### config.mk
export PLATFORM = sky130hd
export DESIGN_NAME = tts_trace_trap_sequencer
export DESIGN_NICKNAME = d
export VERILOG_FILES = /design/src/tts_pkg.sv /design/src/tts_gpr_sets.sv /design/src/tts_trace_trap_sequencer.sv
export VERILOG_INCLUDE_DIRS = /design/src
export SDC_FILE = /design/constraint.sdc
export NUM_CORES = 1
export LEC_CHECK = 0
export ABC_AREA = 1
export BUFFER_PORTS_ARGS = -buffer_cell sky130_fd_sc_hd__buf_2
export CAP_MARGIN = 20
export CORE_MARGIN = 2
export CORE_UTILIZATION = 28
export CTS_CLUSTER_DIAMETER = 120
export CTS_CLUSTER_SIZE = 25
export DETAILED_ROUTE_END_ITERATION = 7
export PLACE_DENSITY_LB_ADDON = 0.12
export SYNTH_ARGS = -nofsm -noshare
export SYNTH_HDL_FRONTEND = slang
export SYNTH_HIERARCHICAL = 1
export SYNTH_SLANG_ARGS = --single-unit
### constraint.sdc
create_clock -name core_clk_in -period 4.5 [get_ports core_clk_in]
set_input_delay 1.35 -clock core_clk_in [delete_from_list [all_inputs] [get_ports core_clk_in]]
set_output_delay 1.35 -clock core_clk_in [all_outputs]
set_load 0.005 [all_outputs]
### src/tts_defines.svh
// Constants for the trace and trap sequencer: status word fields, vectors, emergency stack and register file sizes.
// Assumes inclusion by bare name from the package and design files.
`ifndef TTS_DEFINES_SVH
`define TTS_DEFINES_SVH

// ----------------------------------------------------------------
// Status word layout
// ----------------------------------------------------------------
`define TTS_PSW_RESET       16'h0000
`define TTS_PSW_TRACE_BIT   4
`define TTS_PSW_REGSET_BIT  11
`define TTS_PSW_PRIO_LSB    5
`define TTS_PSW_PRIO_MSB    7

// ----------------------------------------------------------------
// Trap vectors and the emergency stack
// ----------------------------------------------------------------
`define TTS_VEC_BUS_ERR     16'h0004
`define TTS_VEC_TRACE       16'h000C
`define TTS_VEC_POWER_FAIL  16'h0014
`define TTS_EMERG_SP        16'h0004
`define TTS_EMERG_PC_ADDR   16'h0000
`define TTS_EMERG_PSW_ADDR  16'h0002

// ----------------------------------------------------------------
// Register files
// ----------------------------------------------------------------
`define TTS_GPR_COUNT       6
`define TTS_GPR_SETS        2

`endif

### src/tts_pkg.sv
// Types shared by the trace and trap sequencer modules.
// Assumes the defines header is available on the include path.
`include "tts_defines.svh"

package tts_pkg;

    typedef enum logic [2:0]
    {
        TTS_ST_IDLE     = 3'b000,
        TTS_ST_TRACE    = 3'b001,
        TTS_ST_INTR     = 3'b010,
        TTS_ST_BUS_ERR  = 3'b011,
        TTS_ST_FATAL    = 3'b100,
        TTS_ST_PWR_FAIL = 3'b101
    } tts_state_e;

    typedef enum logic [2:0]
    {
        TTS_EV_NONE   = 3'b000,
        TTS_EV_TRACE  = 3'b001,
        TTS_EV_INTR   = 3'b010,
        TTS_EV_BUSERR = 3'b011,
        TTS_EV_FATAL  = 3'b100,
        TTS_EV_PWRF   = 3'b101
    } tts_event_e;

    typedef logic [15:0] tts_word_t;
    typedef logic [2:0]  tts_gpr_idx_t;

endpackage

### src/tts_gpr_sets.sv
// Dual general register file, selected by the status word's register-set bit.
// Assumes one clock and a synchronous active-high reset; reads are combinational.
`timescale 1ns/1ns
`include "tts_defines.svh"

module tts_gpr_sets
(
    input  wire logic              core_clk_in,
    input  wire logic              reset_in,
    input  wire logic              clk_en_in,
    input  wire logic              set_sel_in,
    input  wire logic              wr_en_in,
    input  wire tts_pkg::tts_gpr_idx_t wr_idx_in,
    input  wire tts_pkg::tts_word_t    wr_data_in,
    input  wire tts_pkg::tts_gpr_idx_t rd_idx_in,
    output tts_pkg::tts_word_t     rd_data_out
);

    // ----------------------------------------------------------------
    // Storage, one bank per set
    // ----------------------------------------------------------------
    tts_pkg::tts_word_t bank_q [`TTS_GPR_SETS][`TTS_GPR_COUNT];

    genvar s;
    generate
        for (s = 0; s < `TTS_GPR_SETS; s = s + 1)
        begin : g_set
            always_ff @(posedge core_clk_in)
            begin
                if (reset_in)
                begin
                    for (int r = 0; r < `TTS_GPR_COUNT; r++)
                    begin
                        bank_q[s][r] <= 16'h0000;
                    end
                end
                else if (clk_en_in && wr_en_in && (set_sel_in == 1'(s))
                         && (int'(wr_idx_in) < `TTS_GPR_COUNT))
                begin
                    bank_q[s][wr_idx_in] <= wr_data_in;
                end
            end
        end
    endgenerate

    // Indices at or above the bank size read as zero rather than aliasing a register.
    always_comb
    begin
        if (int'(rd_idx_in) < `TTS_GPR_COUNT)
        begin
            rd_data_out = bank_q[set_sel_in][rd_idx_in];
        end
        else
        begin
            rd_data_out = 16'h0000;
        end
    end

endmodule // tts_gpr_sets

### src/tts_trace_trap_sequencer.sv
// Trace and trap sequencer: chooses the next trap or interrupt at each instruction boundary.
// Assumes the instruction engine reports boundaries and events on core_clk_in; the
// interrupt request and power-fail lines come from the bus and are synchronised here.
`timescale 1ns/1ns
`include "tts_defines.svh"

module tts_trace_trap_sequencer
(
    input  wire logic                  core_clk_in,
    input  wire logic                  reset_in,
    input  wire logic                  clk_en_in,
    input  wire logic                  boundary_in,
    input  wire logic                  ret_intr_in,
    input  wire logic                  ret_trace_defer_in,
    input  wire tts_pkg::tts_word_t    ret_psw_in,
    input  wire logic                  psw_direct_wr_in,
    input  wire logic                  console_wr_in,
    input  wire tts_pkg::tts_word_t    psw_wr_data_in,
    input  wire logic                  reset_instr_busy_in,
    input  wire logic                  power_fail_in,
    input  wire logic [3:0]            intr_req_in,
    input  wire tts_pkg::tts_word_t    intr_vector_in,
    input  wire tts_pkg::tts_word_t    intr_psw_in,
    input  wire logic                  bus_err_in,
    input  wire logic                  bus_err_sp_in,
    input  wire logic                  gpr_wr_en_in,
    input  wire tts_pkg::tts_gpr_idx_t gpr_wr_idx_in,
    input  wire tts_pkg::tts_word_t    gpr_wr_data_in,
    input  wire tts_pkg::tts_gpr_idx_t gpr_rd_idx_in,
    output tts_pkg::tts_word_t         gpr_rd_data_out,
    output tts_pkg::tts_word_t         psw_out,
    output logic                       trap_take_out,
    output tts_pkg::tts_event_e        trap_kind_out,
    output tts_pkg::tts_word_t         trap_vector_out,
    output logic [1:0]                 intr_ack_level_out,
    output logic                       stack_rebuild_out,
    output tts_pkg::tts_word_t         stack_rebuild_sp_out
);

    // ----------------------------------------------------------------
    // Input synchronisers for bus-side levels
    // ----------------------------------------------------------------
    logic [3:0] irq_meta_q;
    logic [3:0] irq_q;
    logic       pwr_meta_q;
    logic       pwr_q;

    always_ff @(posedge core_clk_in)
    begin
        if (reset_in)
        begin
            irq_meta_q <= 4'h0;
            irq_q      <= 4'h0;
            pwr_meta_q <= 1'b0;
            pwr_q      <= 1'b0;
        end
        else if (clk_en_in)
        begin
            irq_meta_q <= intr_req_in;
            irq_q      <= irq_meta_q;
            pwr_meta_q <= power_fail_in;
            pwr_q      <= pwr_meta_q;
        end
    end

    // ----------------------------------------------------------------
    // Pending state
    // ----------------------------------------------------------------
    tts_pkg::tts_word_t psw_q;
    logic               trace_now_q;
    logic               trace_defer_q;
    logic               pwr_pend_q;
    logic               in_trap_q;
    logic               fatal_pend_q;
    logic               buserr_pend_q;
    tts_pkg::tts_state_e state_q;

    logic       trace_bit;
    logic [2:0] cur_prio;
    logic       irq_any;
    logic [1:0] irq_lvl;
    logic [2:0] irq_prio;
    logic       irq_win;
    logic       pwr_ok;
    logic       pwr_prev_q;

    logic                trap_take_d;
    tts_pkg::tts_event_e kind_d;
    tts_pkg::tts_word_t  vec_d;
    tts_pkg::tts_word_t  entry_psw;
    logic                trace_due;

    assign trace_bit = psw_q[`TTS_PSW_TRACE_BIT];
    assign cur_prio  = psw_q[`TTS_PSW_PRIO_MSB:`TTS_PSW_PRIO_LSB];
    assign pwr_ok    = pwr_pend_q && !reset_instr_busy_in;

    // Four request levels map onto processor priorities 4 to 7.
    always_comb
    begin
        irq_any = |irq_q;
        irq_lvl = 2'd0;
        for (int i = 0; i < 4; i++)
        begin
            if (irq_q[i])
            begin
                irq_lvl = 2'(i);
            end
        end
        irq_prio = {1'b1, irq_lvl};
        irq_win  = irq_any && (irq_prio > cur_prio);
    end

    // Power fail is caught on its rising edge, so a fail line that stays asserted traps once.
    // The pending flag clears only when that trap is really taken, and a new edge wins.
    always_ff @(posedge core_clk_in)
    begin
        if (reset_in)
        begin
            pwr_prev_q <= 1'b0;
            pwr_pend_q <= 1'b0;
        end
        else if (clk_en_in)
        begin
            pwr_prev_q <= pwr_q;
            if (pwr_q && !pwr_prev_q)
            begin
                pwr_pend_q <= 1'b1;
            end
            else if (boundary_in && state_q == tts_pkg::TTS_ST_IDLE
                     && kind_d == tts_pkg::TTS_EV_PWRF)
            begin
                pwr_pend_q <= 1'b0;
            end
        end
    end

    // Bus errors are classified when they happen and consumed at the next boundary, a plain one only once no fatal one is pending.
    always_ff @(posedge core_clk_in)
    begin
        if (reset_in)
        begin
            fatal_pend_q  <= 1'b0;
            buserr_pend_q <= 1'b0;
        end
        else if (clk_en_in)
        begin
            if (bus_err_in && (bus_err_sp_in || in_trap_q))
            begin
                fatal_pend_q <= 1'b1;
            end
            else if (boundary_in && fatal_pend_q)
            begin
                fatal_pend_q <= 1'b0;
            end
            if (bus_err_in && !bus_err_sp_in && !in_trap_q)
            begin
                buserr_pend_q <= 1'b1;
            end
            else if (boundary_in && buserr_pend_q && !fatal_pend_q)
            begin
                buserr_pend_q <= 1'b0;
            end
        end
    end

    // ----------------------------------------------------------------
    // Status word and trace bookkeeping
    // ----------------------------------------------------------------
    // The trace bit is kept from direct and console writes, so software can never
    // single-step itself without going through a return or a trap.
    always_ff @(posedge core_clk_in)
    begin
        if (reset_in)
        begin
            psw_q         <= `TTS_PSW_RESET;
            trace_now_q   <= 1'b0;
            trace_defer_q <= 1'b0;
        end
        else if (clk_en_in)
        begin
            if (ret_intr_in || ret_trace_defer_in)
            begin
                psw_q         <= ret_psw_in;
                trace_now_q   <= ret_intr_in && ret_psw_in[`TTS_PSW_TRACE_BIT];
                trace_defer_q <= ret_trace_defer_in && ret_psw_in[`TTS_PSW_TRACE_BIT];
            end
            else if (boundary_in && state_q == tts_pkg::TTS_ST_IDLE && trap_take_d)
            begin
                psw_q       <= entry_psw;
                trace_now_q <= 1'b0;
            end
            else if (psw_direct_wr_in || console_wr_in)
            begin
                psw_q <= {psw_wr_data_in[15:`TTS_PSW_TRACE_BIT + 1], trace_bit,
                          psw_wr_data_in[`TTS_PSW_TRACE_BIT - 1:0]};
            end
            else if (boundary_in)
            begin
                // The deferred trace arms once the following instruction has finished.
                trace_now_q   <= trace_now_q | (trace_defer_q & trace_bit);
                trace_defer_q <= 1'b0;
            end
        end
    end

    // ----------------------------------------------------------------
    // Boundary arbitration
    // ----------------------------------------------------------------
    assign trace_due = trace_now_q || (trace_bit && !trace_defer_q && !ret_intr_in);

    always_comb
    begin
        trap_take_d = 1'b1;
        kind_d      = tts_pkg::TTS_EV_NONE;
        vec_d       = 16'h0000;
        entry_psw   = psw_q;
        if (fatal_pend_q)
        begin
            kind_d = tts_pkg::TTS_EV_FATAL;
            vec_d  = `TTS_VEC_BUS_ERR;
        end
        else if (buserr_pend_q)
        begin
            kind_d = tts_pkg::TTS_EV_BUSERR;
            vec_d  = `TTS_VEC_BUS_ERR;
        end
        else if (pwr_ok)
        begin
            kind_d = tts_pkg::TTS_EV_PWRF;
            vec_d  = `TTS_VEC_POWER_FAIL;
        end
        else if (trace_due && !trace_defer_q)
        begin
            kind_d = tts_pkg::TTS_EV_TRACE;
            vec_d  = `TTS_VEC_TRACE;
        end
        else if (irq_win)
        begin
            // Checked at every boundary, including the one before a new routine's first
            // instruction, so a higher request pre-empts it.
            kind_d    = tts_pkg::TTS_EV_INTR;
            vec_d     = intr_vector_in;
            entry_psw = intr_psw_in;
        end
        else
        begin
            trap_take_d = 1'b0;
        end
    end

    always_ff @(posedge core_clk_in)
    begin
        if (reset_in)
        begin
            state_q              <= tts_pkg::TTS_ST_IDLE;
            in_trap_q            <= 1'b0;
            trap_take_out        <= 1'b0;
            trap_kind_out        <= tts_pkg::TTS_EV_NONE;
            trap_vector_out      <= 16'h0000;
            intr_ack_level_out   <= 2'd0;
            stack_rebuild_out    <= 1'b0;
            stack_rebuild_sp_out <= 16'h0000;
        end
        else if (clk_en_in)
        begin
            trap_take_out     <= 1'b0;
            stack_rebuild_out <= 1'b0;
            case (state_q)
                tts_pkg::TTS_ST_IDLE:
                begin
                    if (boundary_in && trap_take_d)
                    begin
                        trap_take_out   <= 1'b1;
                        trap_kind_out   <= kind_d;
                        trap_vector_out <= vec_d;
                        in_trap_q       <= 1'b1;
                        if (kind_d == tts_pkg::TTS_EV_INTR)
                        begin
                            intr_ack_level_out <= irq_lvl;
                        end
                        if (kind_d == tts_pkg::TTS_EV_FATAL && in_trap_q)
                        begin
                            stack_rebuild_out    <= 1'b1;
                            stack_rebuild_sp_out <= `TTS_EMERG_SP;
                        end
                        state_q <= (kind_d == tts_pkg::TTS_EV_FATAL)
                                   ? tts_pkg::TTS_ST_FATAL : tts_pkg::TTS_ST_TRACE;
                    end
                    else if (boundary_in)
                    begin
                        in_trap_q <= 1'b0;
                    end
                end
                tts_pkg::TTS_ST_TRACE, tts_pkg::TTS_ST_FATAL:
                begin
                    // One idle cycle lets the engine start the vector fetch.
                    state_q <= tts_pkg::TTS_ST_IDLE;
                end
                default:
                begin
                    state_q <= tts_pkg::TTS_ST_IDLE;
                end
            endcase
        end
    end

    assign psw_out = psw_q;

    // ----------------------------------------------------------------
    // Register sets
    // ----------------------------------------------------------------
    tts_gpr_sets u_gpr
    (
        .core_clk_in (core_clk_in),
        .reset_in    (reset_in),
        .clk_en_in   (clk_en_in),
        .set_sel_in  (psw_q[`TTS_PSW_REGSET_BIT]),
        .wr_en_in    (gpr_wr_en_in),
        .wr_idx_in   (gpr_wr_idx_in),
        .wr_data_in  (gpr_wr_data_in),
        .rd_idx_in   (gpr_rd_idx_in),
        .rd_data_out (gpr_rd_data_out)
    );

endmodule // tts_trace_trap_sequencer

-- Word-level counts from Yosys, hierarchy flattened
Memory sizes are Yosys's and may differ from the RTL's. A register that Yosys moved wholly into a read port is not among the register bits.
Cells that the tools add are included.
- register bits after elaboration: 60
- bits in latches: 0
- RAM bits: 192
- ROM bits: 0
- bits of input ports: 103
- word-level logic and storage cells: 556
- memories kept: 1
- add/subtract/negate cells: 0
- multiply operators: 0
- div/mod/pow operators: 0
- $lt $le $gt $ge: 6
- equal/unequal tests: 16
- shifts and indexed selects: 0
- multiplexer cells: 257
- bitwise operators: 197
- reductions and logical operators: 59
- memories (memory ; words ; bits a word ; rd ports ; clocked after Yosys merged registers in ; wr ports ; RTL line ; RTL):
    u_gpr.bank_q ; 2 ; 96 ; 1 ; 1 ; 2 ; tts_gpr_sets.sv:22 ; tts_pkg::tts_word_t bank_q [`TTS_GPR_SETS][`TTS_GPR_COUNT];
- operators by type and width (cell ; number):
    two-way mux 16 bit ; 17
    two-way mux 1 bit ; 226
    OR 1 bit ; 193
    two-way mux 96 bit ; 2
    binary-select mux 16 bit (select 3 bit) ; 1
    demux 16 bit (select 3 bit) ; 1
    logical AND 1 bit ; 25
    two-way mux 3 bit ; 6
    inequality test 3 bit (second input constant) ; 6
    AND reduction 7 bit ; 2
    nonzero test 2 bit ; 7
    AND reduction 4 bit ; 3
    AND reduction 3 bit ; 3
    greater-or-equal comparator 4 bit (second input constant) ; 2
    two-way mux 2 bit ; 4
    inequality test 2 x 1 -> 1 bit (second input constant) ; 4
    inverter 3 -> 4 bit ; 2
    AND reduction 2 bit ; 4
    zero test 1 bit ; 7
    == test 3 bit (second input constant) ; 2
    less-than comparator 3 bit (second input constant) ; 2
    inequality test 2 bit (second input constant) ; 3
    nonzero test 3 bit ; 2
    logical OR 1 bit ; 4
    other kinds (7) ; 7

-- Longest topological paths before layout
- word-level depth: 15
- mapped depth: 17
- depth with buffers taken out: 16

-- By module
Netlist, hierarchy kept.
- by module, submodules not included (module ; times used ; cells an instance ; area an instance (um2)):
    tts_gpr_sets ; 1 ; 892 ; 8634.5
    tts_trace_trap_sequencer ; 1 ; 447 ; 3014.1

-- Least setup slack after synthesis
OpenSTA, ideal clock, no wires.
- path kind: input to output
- start point: input gpr_rd_idx_in[2]
- end point: output gpr_rd_data_out[0]
- arrival: 2.194 ns
- required time: 3.150 ns
- setup slack: 0.956 ns
- stages on the path: 7
- path buffers: 2
- cell sequence: buf_2 > inv_1 > clkbuf_1 > nand3_1 > nand2_1 > nand2_1 > nand2_1
- word-level cells in the longest chain between the ends: 5
- RTL lines (what ; RTL line ; RTL):
    start: declaration ; tts_trace_trap_sequencer.sv:29 ; input wire tts_pkg::tts_gpr_idx_t gpr_rd_idx_in,
    inverter 3 -> 4 bit (implied by the code) ; tts_gpr_sets.sv:51 ; rd_data_out = bank_q[set_sel_in][rd_idx_in];
    binary-select mux 16 bit (select 3 bit) ; tts_gpr_sets.sv:51 ;
    two-way mux 16 bit (implied by the code) (2 in a row) ; tts_gpr_sets.sv:51 ;
    two-way mux 16 bit * ; tts_gpr_sets.sv:49 ; if (int'(rd_idx_in) < `TTS_GPR_COUNT)
    end: declaration ; tts_trace_trap_sequencer.sv:30 ; output tts_pkg::tts_word_t gpr_rd_data_out,
Every way passes the cells marked *; elsewhere a longest branch is shown, timed or not. The select of a mux whose other input is x is not followed.

-- Final worst setup path
- start point: input gpr_rd_idx_in[0]
- end point: output gpr_rd_data_out[7]
Same word-level chain as after synthesis.

==> results.py <==
metrics = {
    "power_and_ir_drop": {
        "ir_worst_vdd_uv": 172,
        "p_total_mw": 4.80,
        "leakagePower_nw": 5.80,
        "power_density_nw_per_um2": 357,
    },
    "synthesis": {
        "syn_area_um2": 11600,
        "ys_seq_area_frac": 0.596,
        "ys_top_cells_by_area": "edfxtp_1 49%, nand2_1 11%, dfxtp_1 10%",
        "ys_ff_latch": 251,
        "yosys.area.top_type": "edfxtp_1",
        "ys_types": 29,
        "postSynthAreaPerCell_um2": 8.70,
        "synth_top_area_share": 0.495,
        "syn_inst": 1339,
        "ys_warn_count": 6,
    },
    "setup_path": {
        "path_buf_inv": 4,
        "worstSetupPathType": "in -> out",
        "worstPathRequired_ns": 3.15,
        "end_kind": "output port",
        "cp_cell_sequence": "buf_2, inv_1, buf_12, nand3_1, nand3_1, nand2_1, nand2_1, nand2_1, buf_2",
        "crit_family": "buffers and inverters",
        "critPathSlowestCell": "buf_12",
        "crit_top_cell": "nand2_1",
        "r2r_slack_ns": 1.84,
        "max_stage_delay_ns": 0.27,
        "arrival_ns": 2.53,
        "worstSetupStartpointType": "input pin",
        "worstPathMaxFanout": 48,
    },
    "sta": {
        "period_share": 0.862,
        "fin_skew_ns": 0.0196,
        "finalSetupViolCount": 0,
        "worst_pin_slew_ns": 0.634,
        "finalCriticalPeriod_ns": 3.88,
        "setup_ws_ns": 0.621,
        "max_clock_freq_mhz": 258,
        "grt_setup_unrepaired": "no",
        "relSlewSlack": 0.577,
        "hold_slack_ns": 0.458,
        "hold_viol": 0,
        "slew_viol_final": 0,
        "setup_tns_ns": 0,
    },
    "route": {
        "final_antenna_net_count": 0,
        "num_vias": 9218,
        "wl_um": 35300,
        "drc": 0,
        "viasPerCell": 4.60,
        "wire_per_inst_um": 17.6,
        "first_iter_violations": 449,
        "firstDrtPassIters": 4,
    },
    "placed_design": {
        "post_dp_cell_area_um2": 13000,
        "hpwl_um": 22500,
        "place.gp.congestion": 0.766,
        "dp_cells": 1983,
        "dp_slack_ns": 0.604,
        "port_buffers": 157,
    },
    "layout": {
        "final_common_cell": "nand2_1",
        "nets": 1573,
        "nFillCells": 4362,
        "drive_gt1_frac": 0.168,
        "layoutNonFillerInstCount": 2006,
        "area_growth_syn_to_layout_pct": 15.6,
        "design_area_um2": 13500,
        "mostFrequentLayoutCells": "346 x nand2_1, 265 x nor2_1, 196 x nand3_1",
        "finish.utilization": 0.329,
    },
    "cts": {
        "cts_buffer_depth": 3,
        "clkSinkCount": 251,
        "ctsRootBufferMaster": "clkbuf_16",
        "post_cts_buffers": 0,
        "cts_resized": 0,
        "cts_tree": "yes",
        "numCtsBuffers": 14,
        "clock_latency_ns": 0.50,
        "htreeDepth": 1,
        "clk_pin_slew_worst_paths_ns": 0.10,
        "hold_buffers": 0,
    },
    "global_route": {
        "grt_pass1_vias": 8952,
        "grt_usage": 0.160,
        "grt_antenna_before_repair": 6,
        "grt_pass1_wl_um": 54000,
        "grt_overflow": 0,
        "grt_max_degree": 67,
    },
    "floorplanning": {
        "io_pins": 174,
        "die_area_um2": 43200,
        "start_util": 0.285,
        "core_area_um2": 40900,
        "rows": 74,
        "dieWidth_um": 208,
        "die_height_um": 208,
    },
    "status": {
        "status": "completed",
    },
    "run": {
        "cap_violations": 0,
    },
    "min_path": {
        "hp-class": "reg -> reg",
    },
}
==> tightest hold or removal path, cell delays in order (launching register included) <==
cell and delay, ns:
dfxtp_1 0.32, inv_1 0.05, a21oi_1 0.05
==> state kept, by name (all words and copies together) (netlist names) <==
name	flops
intr_ack_level_out	2
trap_kind_out	3
stack_rebuild_sp_out	1
state_q	2
pwr_q	1
irq_q	4
fatal_pend_q	1
irq_meta_q	4
psw_out	16
trace_defer_q	1
pwr_pend_q	1
u_gpr/bank_q	192
buserr_pend_q	1
trap_take_out	1
in_trap_q	1
trap_vector_out	16
pwr_prev_q	1
trace_now_q	1
stack_rebuild_out	1
pwr_meta_q	1
==> layer usage <==
layer,part of all wire,wire (um),GRT usage,vias to the layer above
li1,-,-,-,4612
met1,0.46,16200,0.217,4393
met2,0.48,17100,0.278,184
met3,0.046,1630,0.0254,23
met4,0.0093,329,0.0181,6
met5,0.0012,41,0,-
==> cell usage after synthesis <==
library cell  instances
a21oi_4               1
clkinv_1              1
buf_4                19
o21ai_0              22
nand2_2              14
buf_1                 6
buf_2                31
nor2_2                3
ha_1                  2
nor2_1              265
or2_2                 2
nand3_1             196
o21ai_1               1
nand4_1              18
a21oi_1              34
conb_1                1
dfxtp_1              59
nand3b_1              1
nor3_1                9
nor2_4                2
nand2_4               2
buf_6                 2
clkbuf_1             45
edfxtp_1            192
inv_2                 2
inv_1                61
o22ai_1               1
nand2_1             346
nand3_2               1
==> area by class of cell <==
| type | count | area [um2] | share of cell area |
|---|---|---|---|
| diodes | 2 | 5.00 | 0.000372 |
| clock buffers | 17 | 383 | 0.0284 |
| clock inverters | 3 | 31.3 | 0.00232 |
| flip-flops and latches | 251 | 6950 | 0.516 |
| well taps | 532 | 666 | 0.0494 |
| repair buffers | 202 | 1190 | 0.0881 |
| inverters | 64 | 240 | 0.0178 |
| multi-input cells | 935 | 4000 | 0.297 |
==> final timing paths <==
kind	startpoint	endpoint	cells after the start
setup / recovery	gpr_rd_idx_in[0]	gpr_rd_data_out[7]	9
hold / removal	stack_rebuild_sp_out[2]	stack_rebuild_sp_out[2]	2
setup reg to reg	irq_q[2]	psw_out[10]	14
hold reg to reg	stack_rebuild_sp_out[2]	stack_rebuild_sp_out[2]	2
==> report_power, final <==
group / switching, mW / total (mW) / internal (mW)
registers: 0.0607 / 2.65 / 2.59
clock network: 0.789 / 1.41 / 0.621
logic: 0.504 / 0.742 / 0.239
total: 1.35 / 4.80 / 3.45
==> cells by family (layout without fill, tap and decap cells) <==
kind of cell    Yosys count  after routing  share of synthesized area
buf+inv                 167            286                     0.0646
compound gates           59             59                     0.0264
fa+ha+maj                 2              2                    0.00215
other cells               1             17                   0.000322
simple gates            859            859                      0.310
flops                   251            251                      0.596
(Power assumes the default switching activity.)
